--- src/logic/ast_map.vh ---
/*
  Constant map of the analog-input sample timing engine: source selects,
  timebase selects, widths and timing counts.
  Assumes inclusion by bare name from the engine's design files.
*/
`ifndef AST_MAP_VH
`define AST_MAP_VH

// Sample pulse source selects (5 bits)
`define AST_SRC_COUNTER     5'h00
`define AST_SRC_DIVIDED     5'h01
`define AST_SRC_SOFTWARE    5'h02
`define AST_SRC_LINE0       5'h03
`define AST_SRC_SYNC0       5'h09
`define AST_SRC_STAR        5'h11
// Timebase selects (5 bits)
`define AST_TB_20MHZ        5'h00
`define AST_TB_100KHZ       5'h01
`define AST_TB_BP10MHZ      5'h02
`define AST_TB_SYNC0        5'h03
`define AST_TB_LINE0        5'h0B
`define AST_TB_STAR         5'h11
// Counts
`define AST_NUM_IN_LINES    6
`define AST_NUM_OUT_LINES   4
`define AST_NUM_SYNC        8
`define AST_CLK_HZ          20000000
`define AST_TB100K_HZ       100000
`define AST_TB100K_DIV      (`AST_CLK_HZ / `AST_TB100K_HZ)
`define AST_TB100K_LAST     8'hC7
`define AST_START_DLY_RST   16'h0002
`define AST_PULSE_CYC       4'h2

`endif

--- src/logic/ast_edge_sync.v ---
/*
  Two-flop synchroniser with selectable-edge detector for one input.
  Assumes the input is asynchronous and the clock is i_clock.
*/
`timescale 1ns/1ns
`default_nettype none
module ast_edge_sync
(
  input  wire i_clock,     // Engine clock
  input  wire i_reset_n,   // Synchronous reset, active low
  input  wire i_level,     // Raw input
  input  wire i_falling,   // 1 selects falling edge
  output wire o_edge       // One-cycle pulse on chosen edge
);
  reg meta_q;   // First stage, read only by second
  reg sync_q;   // Second stage
  reg prev_q;   // Delayed copy for edge compare

  // Synchronise then remember last level
  always @(posedge i_clock)
  begin
    if (!i_reset_n)
    begin
      meta_q <= 1'b0;
      sync_q <= 1'b0;
      prev_q <= 1'b0;
    end
    else
    begin
      meta_q <= i_level;
      sync_q <= meta_q;
      prev_q <= sync_q;
    end
  end

  // Edge picked by polarity select
  assign o_edge = i_falling ? (prev_q & ~sync_q) : (sync_q & ~prev_q);
endmodule // ast_edge_sync
`default_nettype wire

--- src/logic/ast_timing_engine.v ---
/*
  Analog-input sample timing engine: timebase and sample pulse selection,
  divider, start delay, acquisition gating, sample counter, routed output.
  Assumes external lines, sync bus, star and backplane clock are plain inputs
  sampled on i_clock; conversion pulses come from the convert logic.
*/
// Behaviour
// - Accepted sample pulse measures every channel
// - Sample edge polarity is selectable
// - Sample source among counter, divider, software, lines
// - Divided source uses programmable timebase counter
// - Sample routable to outputs 6..9, sync; active high
// - Routed output in pulse or level form
// - Lines 0..5 inputs, 6..9 outputs only
// - Sample pulses ignored outside acquisition
// - Pause gate blocks sample pulses
// - Start trigger starts counter; finite end stops
// - Start delay configurable, default two ticks
// - Post-trigger: load count, decrement, end zero
// - Pre-trigger: load pre count, then post count
// - Early reference trigger is ignored
// - After reference, count post samples then end
// - Software start emits pulse on start line
// - Timebase selectable among listed sources
// - Timebase never routed to connector outputs
// - Timebase edge polarity selectable
// - Busy until convert count; stray converts ignored
`timescale 1ns/1ns
`default_nettype none
`include "ast_map.vh"
module ast_timing_engine
#(
  parameter CNT_W = 24,   // Sample counter width
  parameter DIV_W = 24    // Timebase divider width
)
(
  input  wire             i_clock,            // 20 MHz engine clock
  input  wire             i_reset_n,          // Synchronous reset, active low
  input  wire [5:0]       i_function_line,    // Input-only function lines 0..5
  input  wire [7:0]       i_sync_bus_line,    // Sync bus lines 0..7
  input  wire             i_star_line,        // Backplane star line
  input  wire             i_bp_clk10,         // Backplane 10 MHz clock
  input  wire             i_counter_out,      // Internal counter output
  input  wire             i_sw_sample,        // Host software sample pulse
  input  wire [4:0]       i_sample_src,       // Sample pulse source select
  input  wire             i_sample_falling,   // Sample edge polarity
  input  wire [4:0]       i_timebase_src,     // Timebase source select
  input  wire             i_timebase_falling, // Timebase edge polarity
  input  wire [DIV_W-1:0] i_divisor,          // Timebase divide count
  input  wire [15:0]      i_start_delay,      // Ticks start to first sample
  input  wire             i_start_trigger,    // Start trigger, one-cycle pulse
  input  wire             i_start_is_sw,      // Start trigger is software
  input  wire             i_ref_trigger,      // Reference trigger pulse
  input  wire             i_pause_gate,       // Pause gate level
  input  wire             i_pretrig_mode,     // 1 pre-trigger acquisition
  input  wire             i_continuous,       // 1 continuous, no count end
  input  wire             i_sw_stop,          // Software stop pulse
  input  wire [CNT_W-1:0] i_pre_count,        // Pre-trigger sample count
  input  wire [CNT_W-1:0] i_post_count,       // Post-trigger sample count
  input  wire [7:0]       i_conv_count,       // Conversions per sample
  input  wire             i_conversion_pulse, // Conversion done pulse
  input  wire [3:0]       i_route_line_en,    // Route to output lines 6..9
  input  wire [7:0]       i_route_sync_en,    // Route to sync bus lines
  input  wire             i_route_level,      // 1 level form, 0 pulse form
  output reg              o_sample_pulse,     // Accepted sample pulse
  output reg              o_sample_busy,      // Sample in progress
  output reg              o_acq_running,      // Acquisition in progress
  output reg              o_acq_done,         // Acquisition finished pulse
  output reg              o_start_out,        // Start line pulse
  output reg  [3:0]       o_function_line,    // Output-only lines 6..9
  output reg  [7:0]       o_sync_bus_line,    // Sync bus drive value
  output reg  [7:0]       o_sync_bus_oe,      // Sync bus drive enable
  output reg  [CNT_W-1:0] o_sample_count      // Sample counter state
);
  localparam NRAW = 16;  // Raw lines into synchronisers

  // Acquisition states
  localparam ST_IDLE  = 2'h0;
  localparam ST_PRE   = 2'h1;
  localparam ST_ARMED = 2'h2;
  localparam ST_POST  = 2'h3;

  reg  [1:0]  state_q;          // Acquisition state
  reg  [1:0]  state_d;
  reg  [CNT_W-1:0] cnt_d;       // Next sample count
  reg  [DIV_W-1:0] div_q;       // Timebase divider
  reg  [15:0] delay_q;          // Start delay ticks left
  reg         delay_act_q;      // Start delay running
  reg         gen_run_q;        // Internal generator running
  reg  [7:0]  conv_q;           // Conversions still owed
  reg  [7:0]  tb100_q;          // 100 kHz prescaler, 200 cycles needs eight bits
  reg         tb100_tick_q;     // 100 kHz tick
  reg  [3:0]  pw_q;             // Routed pulse stretcher
  wire [NRAW-1:0] rise;         // Rising edges of raw lines
  wire [NRAW-1:0] fall;         // Falling edges of raw lines
  wire        tb_tick;          // Selected timebase tick
  wire        src_edge;         // Selected sample edge
  wire        raw_sample;       // Candidate sample pulse
  wire        accept;           // Sample pulse accepted
  wire        last_conv;        // Final conversion of sample
  wire        route_hi;         // Routed signal level

  // Pick edge of raw line by index and polarity
  function pick;
    input [NRAW-1:0] r;
    input [NRAW-1:0] f;
    input [4:0]      idx;
    input            falling;
    begin
      pick = falling ? f[idx[3:0]] : r[idx[3:0]];
    end
  endfunction

  // Synchronise every raw line; lines 0..5 are inputs only
  wire [NRAW-1:0] raw_lines = {i_bp_clk10, i_star_line,
                               i_sync_bus_line, i_function_line};
  genvar g;
  generate
    for (g = 0; g < NRAW; g = g + 1)
    begin : g_sync
      ast_edge_sync u_rise
      (
        .i_clock   (i_clock),
        .i_reset_n (i_reset_n),
        .i_level   (raw_lines[g]),
        .i_falling (1'b0),
        .o_edge    (rise[g])
      );
      ast_edge_sync u_fall
      (
        .i_clock   (i_clock),
        .i_reset_n (i_reset_n),
        .i_level   (raw_lines[g]),
        .i_falling (1'b1),
        .o_edge    (fall[g])
      );
    end
  endgenerate

  // 100 kHz internal timebase as an enable pulse
  always @(posedge i_clock)
  begin
    if (!i_reset_n)
    begin
      tb100_q      <= 8'h00;
      tb100_tick_q <= 1'b0;
    end
    else if (tb100_q == `AST_TB100K_LAST)
    begin
      tb100_q      <= 8'h00;
      tb100_tick_q <= 1'b1;
    end
    else
    begin
      tb100_q      <= tb100_q + 8'h01;
      tb100_tick_q <= 1'b0;
    end
  end

  // Timebase select; it feeds only the divider, never an output
  function tb_pick;
    input [NRAW-1:0] r;
    input [NRAW-1:0] f;
    input [4:0]      sel;
    input            falling;
    input            t100;
    begin
      if (sel == `AST_TB_20MHZ)
        tb_pick = 1'b1; // Every engine cycle
      else if (sel == `AST_TB_100KHZ)
        tb_pick = t100;
      else if (sel == `AST_TB_BP10MHZ)
        tb_pick = pick(r, f, 5'h0F, falling);
      else if (sel >= `AST_TB_SYNC0 && sel < `AST_TB_LINE0)
        tb_pick = pick(r, f, sel - `AST_TB_SYNC0 + 5'h06, falling);
      else if (sel >= `AST_TB_LINE0 && sel < `AST_TB_LINE0 + 5'h06)
        tb_pick = pick(r, f, sel - `AST_TB_LINE0, falling);
      else if (sel == `AST_TB_STAR)
        tb_pick = pick(r, f, 5'h0E, falling);
      else
        tb_pick = 1'b0; // Unused code, no ticks
    end
  endfunction

  assign tb_tick = tb_pick(rise, fall, i_timebase_src, i_timebase_falling,
                           tb100_tick_q);

  // Start delay then divider, armed by start trigger
  always @(posedge i_clock)
  begin
    if (!i_reset_n)
    begin
      div_q       <= {DIV_W{1'b0}};
      delay_q     <= `AST_START_DLY_RST;
      delay_act_q <= 1'b0;
      gen_run_q   <= 1'b0;
    end
    else if (state_q == ST_IDLE && i_start_trigger)
    begin
      delay_q     <= i_start_delay;
      delay_act_q <= 1'b1;
      gen_run_q   <= 1'b1;
      div_q       <= {DIV_W{1'b0}};
    end
    else if (state_d == ST_IDLE)
    begin
      gen_run_q   <= 1'b0;
      delay_act_q <= 1'b0;
    end
    else if (tb_tick && gen_run_q)
    begin
      if (delay_act_q)
      begin
        // First sample pulse after the delay ticks
        if (delay_q <= 16'h0001)
        begin
          delay_act_q <= 1'b0;
          div_q       <= i_divisor - 1'b1;
        end
        else
          delay_q <= delay_q - 16'h0001;
      end
      else if (div_q == {DIV_W{1'b0}})
        div_q <= i_divisor - 1'b1;
      else
        div_q <= div_q - 1'b1;
    end
  end

  wire div_fire = gen_run_q && tb_tick &&
                  ((delay_act_q && delay_q <= 16'h0001) ||
                   (!delay_act_q && div_q == {DIV_W{1'b0}}));

  // Sample source select with edge polarity
  assign src_edge =
    (i_sample_src == `AST_SRC_COUNTER)  ? i_counter_out :
    (i_sample_src == `AST_SRC_SOFTWARE) ? i_sw_sample :
    (i_sample_src >= `AST_SRC_LINE0 && i_sample_src < `AST_SRC_SYNC0) ?
      pick(rise, fall, i_sample_src - `AST_SRC_LINE0, i_sample_falling) :
    (i_sample_src >= `AST_SRC_SYNC0 && i_sample_src < `AST_SRC_STAR) ?
      pick(rise, fall, i_sample_src - `AST_SRC_SYNC0 + 5'h06, i_sample_falling) :
    (i_sample_src == `AST_SRC_STAR) ?
      pick(rise, fall, 5'h0E, i_sample_falling) : 1'b0;

  assign raw_sample = (i_sample_src == `AST_SRC_DIVIDED) ? div_fire : src_edge;

  // Gate by acquisition, pause and busy; early external pulses get masked
  assign accept = raw_sample && (state_q != ST_IDLE) && !i_pause_gate
                  && !o_sample_busy;

  // Only counted conversions while a sample is busy
  assign last_conv = o_sample_busy && i_conversion_pulse && conv_q <= 8'h01;

  // Acquisition state and sample counter decisions
  always @*
  begin
    state_d = state_q;
    cnt_d   = o_sample_count;
    case (state_q)
      ST_IDLE:
        if (i_start_trigger)
        begin
          state_d = i_pretrig_mode ? ST_PRE : ST_POST;
          cnt_d   = i_pretrig_mode ? i_pre_count : i_post_count;
        end
      ST_PRE:
        if (accept)
        begin
          cnt_d = o_sample_count - 1'b1;
          if (o_sample_count <= {{(CNT_W-1){1'b0}}, 1'b1})
          begin
            state_d = ST_ARMED;
            cnt_d   = i_post_count;
          end
        end
      ST_ARMED:
        if (i_ref_trigger)  // Reference only looked for here
          state_d = ST_POST;
      ST_POST:
        if (accept && !i_continuous)
        begin
          cnt_d = o_sample_count - 1'b1;
          if (o_sample_count <= {{(CNT_W-1){1'b0}}, 1'b1})
            state_d = ST_IDLE;
        end
      default:
        state_d = ST_IDLE;
    endcase
    if (i_sw_stop && state_q != ST_IDLE)
      state_d = ST_IDLE;
  end

  // Acquisition registers and status
  always @(posedge i_clock)
  begin
    if (!i_reset_n)
    begin
      state_q        <= ST_IDLE;
      o_sample_count <= {CNT_W{1'b0}};
      o_acq_running  <= 1'b0;
      o_acq_done     <= 1'b0;
      o_start_out    <= 1'b0;
      o_sample_pulse <= 1'b0;
    end
    else
    begin
      state_q        <= state_d;
      o_sample_count <= cnt_d;
      o_acq_running  <= state_d != ST_IDLE;
      o_acq_done     <= state_q != ST_IDLE && state_d == ST_IDLE;
      o_start_out    <= state_q == ST_IDLE && i_start_trigger && i_start_is_sw;
      o_sample_pulse <= accept;
    end
  end

  // Sample busy until the configured conversions arrive
  always @(posedge i_clock)
  begin
    if (!i_reset_n)
    begin
      o_sample_busy <= 1'b0;
      conv_q        <= 8'h00;
    end
    else if (accept)
    begin
      // A zero count still holds one conversion
      o_sample_busy <= 1'b1;
      conv_q        <= i_conv_count;
    end
    else if (last_conv)
      o_sample_busy <= 1'b0;
    else if (o_sample_busy && i_conversion_pulse)
      conv_q <= conv_q - 8'h01;
  end

  // Pulse stretcher so the routed pulse is visible off board
  always @(posedge i_clock)
  begin
    if (!i_reset_n)
      pw_q <= 4'h0;
    else if (accept)
      pw_q <= `AST_PULSE_CYC;
    else if (pw_q != 4'h0)
      pw_q <= pw_q - 4'h1;
  end

  assign route_hi = i_route_level ? (accept || (o_sample_busy && !last_conv))
                                  : (accept || pw_q > 4'h1);

  // Routed outputs, active high only
  always @(posedge i_clock)
  begin
    if (!i_reset_n)
    begin
      o_function_line <= 4'h0;
      o_sync_bus_line <= 8'h00;
      o_sync_bus_oe   <= 8'h00;
    end
    else
    begin
      o_function_line <= i_route_line_en & {4{route_hi}};
      o_sync_bus_line <= i_route_sync_en & {8{route_hi}};
      o_sync_bus_oe   <= i_route_sync_en;
    end
  end
endmodule // ast_timing_engine
`default_nettype wire

--- config.mk ---
export PLATFORM = sky130hd
export DESIGN_NAME = ast_timing_engine
export DESIGN_NICKNAME = d
export VERILOG_FILES = /design/src/logic/ast_edge_sync.v /design/src/logic/ast_timing_engine.v
export VERILOG_INCLUDE_DIRS = /design/src /design/src/logic
export SDC_FILE = /design/constraint.sdc
export NUM_CORES = 1
export LEC_CHECK = 0
export BUFFER_PORTS_ARGS = -buffer_cell sky130_fd_sc_hd__buf_2
export CAP_MARGIN = 20
export CORE_ASPECT_RATIO = 1.4
export CORE_MARGIN = 4
export CORE_UTILIZATION = 45
export CTS_BUF_LIST = sky130_fd_sc_hd__clkbuf_4
export DETAILED_ROUTE_END_ITERATION = 8
export PLACE_DENSITY = 0.68
export SKIP_CTS_REPAIR_TIMING = 1
export SYNTH_ARGS = -nofsm -noshare
export SYNTH_HDL_FRONTEND = slang
export SYNTH_SLANG_ARGS = --single-unit
--- constraint.sdc ---
create_clock -name i_clock -period 8.17 [get_ports i_clock]
set_input_delay 0 -clock i_clock [delete_from_list [all_inputs] [get_ports i_clock]]
set_output_delay 0 -clock i_clock [all_outputs]
set_load 0.02 [all_outputs]
==> results of run 1 <==
-- Yosys cell counts, drive strengths merged (9+ instances only) --
| cell | number |
|---|---|
| nand2 | 68 |
| nand3 | 25 |
| xnor2 | 31 |
| a221oi | 19 |
| nand4 | 12 |
| mux2i | 13 |
| or3 | 10 |
| ha | 19 |
| xor2 | 32 |
| dfxtp | 162 |
| and2 | 60 |
| o21ai | 62 |
| nor3 | 37 |
| buf | 21 |
| nor4 | 19 |
| a21oi | 59 |
| clkbuf | 39 |
| nor2 | 128 |
| nor3b | 12 |
| nand2b | 21 |
| a32o | 15 |
| or4 | 9 |
| inv | 23 |
| nor2b | 29 |
| nand3b | 9 |
| a211oi | 27 |
| mux4 | 17 |
-- routing by layer --
metal  global-route usage, %  share of wire (%)  up-vias
met5                       0              0.030        -
met4                    7.49                2.7        2
met3                    5.87                5.9       55
met2                    38.1                 51      314
met1                    25.5                 41     4346
li1                        -                  -     4569
-- cells by family after synthesis --
| group | count (synthesis) |
|---|---|
| xor gates and xnor gates | 63 |
| buffers and inverters | 83 |
| and+or+nand+nor | 461 |
| DFF | 162 |
| AOI/OAI and AO/OA | 265 |
| adders and majority gates | 19 |
| muxes | 34 |
-- power by group --
| group | total (µW) | internal, µW | switching (µW) | leakage [µW] |
|---|---|---|---|---|
| Sequential | 878 | 833 | 44.6 | 0.00133 |
| Clock | 504 | 223 | 280 | 0.000157 |
| Combinational | 563 | 251 | 312 | 0.00335 |
-- layout by cell type, fill, tap and decap left out, drive strengths merged, types with 6 or more instances in the layout --
cell type	n
nand4	12
nor2b	29
and2	60
a21oi	59
clkbuf	21
a2111oi	6
nand2	68
or4	9
nor4	19
nor2	128
nor3	37
xnor2	31
a32o	15
a211oi	27
dfxtp	162
a31oi	8
o41ai	6
inv	24
o21ai	62
mux4	17
nand3	25
dlygate4sd3	130
and3	8
nand3b	9
nor3b	12
a221oi	19
or3	10
nand2b	21
xor2	32
mux2i	13
buf	210
ha	19
-- state kept, by name, indices dropped and copies added (netlist names), 2 cells and up --
name and cells:
g_sync.u_rise.meta_q 2, delay_q 16, state_q 2, o_sync_bus_oe 8, g_sync.u_rise.sync_q 3, g_sync.u_fall.meta_q 14
div_q 24, g_sync.u_fall.prev_q 12, tb100_q 8, o_function_line 4, g_sync.u_fall.sync_q 13, o_sync_bus_line 8
g_sync.u_rise.prev_q 4, conv_q 8, o_sample_count 24, pw_q 4
-- critical path: cells and delay by family --
family                     cells  cell delay (ns)
and+or+nand+nor                2             0.44
muxes                          1             0.54
AOI/OAI and AO/OA              6             1.81
adders and majority gates      1             0.47
buffers and inverters          5             1.82
-- path summary, 6_finish.rpt --
check                     startpoint                      end  slack, ns
max                i_timebase_src[0]        o_sample_count[0]       3.53
min                    i_divisor[18]                div_q[18]      0.002
max reg2reg               delay_q[9]        o_sample_count[0]       3.60
min reg2reg  g_sync[4].u_fall.meta_q  g_sync[4].u_rise.sync_q       0.45
-- area by class of cell --
type                            instances  area, µm²
Timing Repair Buffer                  340       2380
Tap cell                              252        315
Sequential cell                       162       3240
Fill cell                            1809       8030
Clock inverter                         10        135
Multi-Input combinational cell        842       5640
Inverter                               23       88.8
Clock buffer                           21        158
Antenna cell                            2       5.00
-- metrics by stage --
stage	power [µW]	cells	cell area, µm²
2_1_floorplan	1230	1087	9230
3_3_place_gp	1380	1488	10400
3_5_place_dp	1380	1488	10400
4_1_cts	1890	1519	10700
5_1_grt	2060	1652	12000
6_report	1940	1652	12000
==> impl_metrics.yaml, run 1 <==
run_status:
  outcome: "complete, no violations"
drt:
  vias_per_cell: 5.62
  drc_errors: 0
  routed_wl_um: 27100
  vias: 9286
  wl_per_cell_um: 16.4
  antenna_left: 0
  drt_iter0_markers: 523
  first_pass_iters: 5
floorplan:
  fp.coreArea_um2: 20000
  placementRows: 61
  dieHeight_um: 177
  pin_count: 198
  dieWidth_um: 129
  start_util_pct: 46.2
  die_area_um2: 22900
synth:
  yosys_register_bits: 162
  synth_edf_count: 0
  synth_ff_type: "dfxtp_1"
  synth_top_area_share_pct: 35.1
  netlist_area_um2: 9230
  synth_compound_area_share_pct: 20.0
  synth-xor-area-share_pct: 5.98
  synth-seq-area-share_pct: 35.1
  synth_simple_gate_area_share_pct: 26.3
  synth_area_leaders: "dfxtp_1 35%, nor2_1 5.2%, mux4_2 4.1%"
  async_reset_ff_share_pct: 0
  synth_top_family_by_area: "simple AND/OR/NAND/NOR gates"
  synthAdderAreaFrac_pct: 2.58
  yosys_warnings: 0
  synth_mux_area_share_pct: 6.05
  synth_largest_area_cell: "dfxtp_1"
  ys_types: 82
  syn_nets: 1255
  syn_avg_cell_area_um2: 8.49
  synth_cells: 1087
power:
  ir_drop_mv: 0.117
  p_leak_uw: 0.00483
  pwr_density_cell_nw_per_um2: 162
timing:
  finalCriticalPeriod_ns: 4.64
  fmax_ghz: 0.215
  layout_setup_ws_ns: 3.53
  relSlewSlack_pct: 37.0
  slew_violations: 0
  hold_slack_ns: 0.00208
  hold_violations: 0
  setup_viol: 0
  finalSetupTns_ns: 0
  final.period_utilization_pct: 56.8
  worst_pin_slew_ns: 0.945
  rsz0062_at_grt: "no"
  fin_skew_ns: 0.0313
final_layout:
  drive_gt1_share_pct: 20.2
  area_delta_synth_final_pct: 29.6
  final_util_pct: 59.8
  nNetsFinal: 1554
critical_path:
  r2r_cells: 12
  cpPeakStageDelay_ns: 0.81
  path_max_fanout: 42
  cp.arrival_ns: 5.10
  slowest_stage: "a21oi_2"
  worst-setup-path-type: "input pin to flop"
  crit_top_cell: "o32ai_1"
  start_kind: "input pin"
  end_kind: "flop"
  worstPathCellList: "buf_2, inv_2, ha_1, inv_1, mux4_2, nor2_1, o32ai_1, o311ai_1, nand4_1, a21oi_2, a21o_1, buf_4, a21boi_0, o32ai_1, dlygate4sd3_1"
  crit_required_ns: 8.63
clock_tree:
  cts_num_sinks: 162
  cts_tree: "done"
  cts.clk_slew.worst_paths_ns: 0.14
  numCtsBuffers: 17
  insertion_delay_ns: 0.55
  cts_buffer_depth: 2
  cts-htree-levels: 4
  cts-root-buf: "clkbuf_4"
run:
  cap_viol_max_count: 0
global_routing:
  grt.total_usage_pct: 21.8
  antenna_found_initial: 2
  gr-total-overflow: 0
  first_global_vias: 8448
  grt_max_degree: 84
  grt_pass1_wl_um: 40600
placed_design:
  dp_worst_setup_slack_ns: 3.55
  portBuffers: 197
  dp_hpwl_um: 18700
  place_congestion: 0.883
min_path:
  whs_path_depth: 4
  hp-class: "input pin to flop"
Power figures use the tool's default switching activity.
==> run 2: changes to the inputs <==
Settings changed: ABC_AREA from default to 1, PLACE_DENSITY 0.68 to 0.67.
Clock period 8.17 ns to 4.4 ns, I/O delays scaled along.
==> run 2 against run 1 <==
  * The run now ends with negative hold slack left
  * Largest cell class unchanged
  * Critical path depth up 1
  * Cell area up 5.0%
  * Highest routed layer is now met4
  * Total power up 120%
  * Synthesized cell count up 42%
  * Synthesized area up 6.6%
  * Clock skew down 0.0011 ns
  * Cell count up 30%
  * Setup slack worse by 3.0 ns
  * Sequential cell count unchanged
  * Largest power group unchanged
==> impl_metrics.yaml, run 2 <==
run_status:
  outcome: "finished, violations left"
  violations: "negative hold slack"
final_layout:
  reg.largest.list: "div_q: 24 flops, o_sample_count: 24 flops, delay_q: 16 flops"
  final_util_pct: 58.8
  most-common-layout-cells: "331 x nand2_1, 244 x inv_1, 203 x nor2_1"
  area_delta_synth_final_pct: 27.8
  drive_gt1_share_pct: 14.2
  nFillCells: 2042
  nNetsFinal: 2010
  final_common_cell: "nand2_1"
floorplan:
  pin_count: 198
  start_util_pct: 46.0
  fp.coreArea_um2: 21400
  dieHeight_um: 183
  dieWidth_um: 133
  placementRows: 63
  die_area_um2: 24300
drt:
  antenna_left: 0
  vias_per_cell: 5.05
  drc_errors: 0
  routed_wl_um: 29300
  wl_per_cell_um: 13.6
  first_pass_iters: 7
  drt_iter0_markers: 599
  vias: 10858
critical_path:
  r2r_cells: 16
  slowest_stage: "dlygate4sd3_1"
  crit_family: "buffers and inverters"
  worstPathCellList: "nor2_1, nand2_1, nor4_2, nand4_1, nand2_1, clkinv_1, a21oi_1, nand3_2, nand2_2, nand2_4, o211ai_1, nand2_1, inv_2, nand2_1, a21oi_1, dlygate4sd3_1"
  crit_top_cell: "nand2_1"
  cp.arrival_ns: 4.40
  path_depth: 16
  cpPeakStageDelay_ns: 0.56
  crit_required_ns: 4.94
  path_max_fanout: 43
  cp_num_buf_inv: 3
  worst-setup-path-type: "flop to flop"
  end_kind: "flop"
  start_kind: "flop"
timing:
  final.period_utilization_pct: 87.8
  rsz0062_at_grt: "no"
  hold_violations: 4
  fin_skew_ns: 0.0302
  worst_pin_slew_ns: 1.06
  fmax_ghz: 0.259
  finalSetupTns_ns: 0
  hold_slack_ns: -0.0143
  setup_viol: 0
  relSlewSlack_pct: 29.4
  finalCriticalPeriod_ns: 3.86
  slew_violations: 0
synth:
  ys_types: 49
  synth_largest_area_cell: "dfxtp_1"
  synth_ff_type: "dfxtp_1"
  synthAdderAreaFrac_pct: 2.42
  synth_cells: 1539
  syn_nets: 1707
  async_reset_ff_share_pct: 0
  synth_common_cells: "331 x nand2_1, 244 x inv_1, 203 x nor2_1, 169 x nand3_1, 162 x dfxtp_1"
  synth_compound_area_share_pct: 11.4
  synth_area_leaders: "dfxtp_1 33%, nand2_1 13%, inv_1 9.3%"
  synth-seq-area-share_pct: 33.0
  synth_top_family_by_area: "simple AND/OR/NAND/NOR gates"
  yosys_register_bits: 162
  synth_edf_count: 0
  netlist_area_um2: 9840
  synth_most_common_cell: "nand2_1"
  synth_simple_gate_area_share_pct: 34.5
  synth-xor-area-share_pct: 5.78
  yosys_warnings: 0
  synth_mux_area_share_pct: 0.509
  synth_top_area_share_pct: 33.0
  syn_avg_cell_area_um2: 6.39
clock_tree:
  cts_num_sinks: 162
  cts-root-buf: "clkbuf_4"
  cts_buffer_depth: 2
  cts_tree: "done"
  insertion_delay_ns: 0.58
  cts-htree-levels: 4
  cts.clk_slew.worst_paths_ns: 0.16
  numCtsBuffers: 17
min_path:
  hp-class: "input pin to flop"
  whs_path_depth: 7
global_routing:
  grt.total_usage_pct: 22.2
  antenna_found_initial: 1
  grt_pass1_wl_um: 44900
  gr-total-overflow: 0
  first_global_vias: 9980
  grt_max_degree: 101
placed_design:
  place_congestion: 0.892
  dp_hpwl_um: 20800
  portBuffers: 197
power:
  pwr_density_cell_nw_per_um2: 337
  p_leak_uw: 0.00634
  power_uw: 4240
  ir_drop_mv: 0.199
run:
  cap_viol_max_count: 0
==> run 2: logic make-up after synthesis <==
kind of cell    Yosys count
xor+xnor                 64
flops                   162
buf+inv                 305
mux                       5
compound gates          196
simple gates            788
fa+ha+maj                19
==> run 2: where the power goes <==
group	leakage [µW]	switching [µW]	internal, µW
logic	0.00487	1000	641
registers	0.00133	118	1590
clock network	0.000145	596	296
total	0.00634	1720	2520
==> run 2: final cells by class <==
class / instances / area, µm² / share of cell area (%)
sequential: 162 / 3240 / 25.8
tap: 292 / 365 / 2.91
timing repair buffer: 337 / 2360 / 18.8
clock buffer: 17 / 128 / 1.02
inverter: 252 / 948 / 7.55
antenna: 2 / 5.00 / 0.0398
multi-input combinational: 1072 / 5370 / 42.7
clock inverter: 15 / 149 / 1.18
==> run 2: final timing paths <==
path | from | to | slack (ns)
max | div_q[16] | o_sample_count[23] | 0.54
min | i_divisor[15] | div_q[15] | -0.01
max reg2reg | div_q[16] | o_sample_count[23] | 0.54
min reg2reg | g_sync[14].u_rise.meta_q | g_sync[14].u_rise.sync_q | 0.43
==> run 2: per-layer routing <==
layer,up-vias,share of wire [%],GRT usage (%)
met1,4933,39,23.2
met5,-,0,0
met4,0,4.9,11.1
met2,301,51,40.9
li1,5526,-,-
met3,98,5.1,5.60
==> run 2: metrics by stage <==
step,setup slack [ns],std cells,cell area [µm²]
after floorplan,1.66,1539,9840
after global placement,0.789,1988,11000
final,0.536,2149,12600
after detailed placement,0.706,1988,11000
after global routing,0.160,2148,12600
after CTS,0.939,2020,11300
==> run 2: worst register-to-register path, stage by stage (launching register included) <==
cell and delay [ns]:
dfxtp_1 0.39, nor2_1 0.20, nand2_1 0.13, nor4_2 0.17, nand4_1 0.13, nand2_1 0.10
clkinv_1 0.42, a21oi_1 0.35, nand3_2 0.10, nand2_2 0.10, nand2_4 0.09, o211ai_1 0.17
nand2_1 0.17, inv_2 0.50, nand2_1 0.12, a21oi_1 0.13, dlygate4sd3_1 0.56
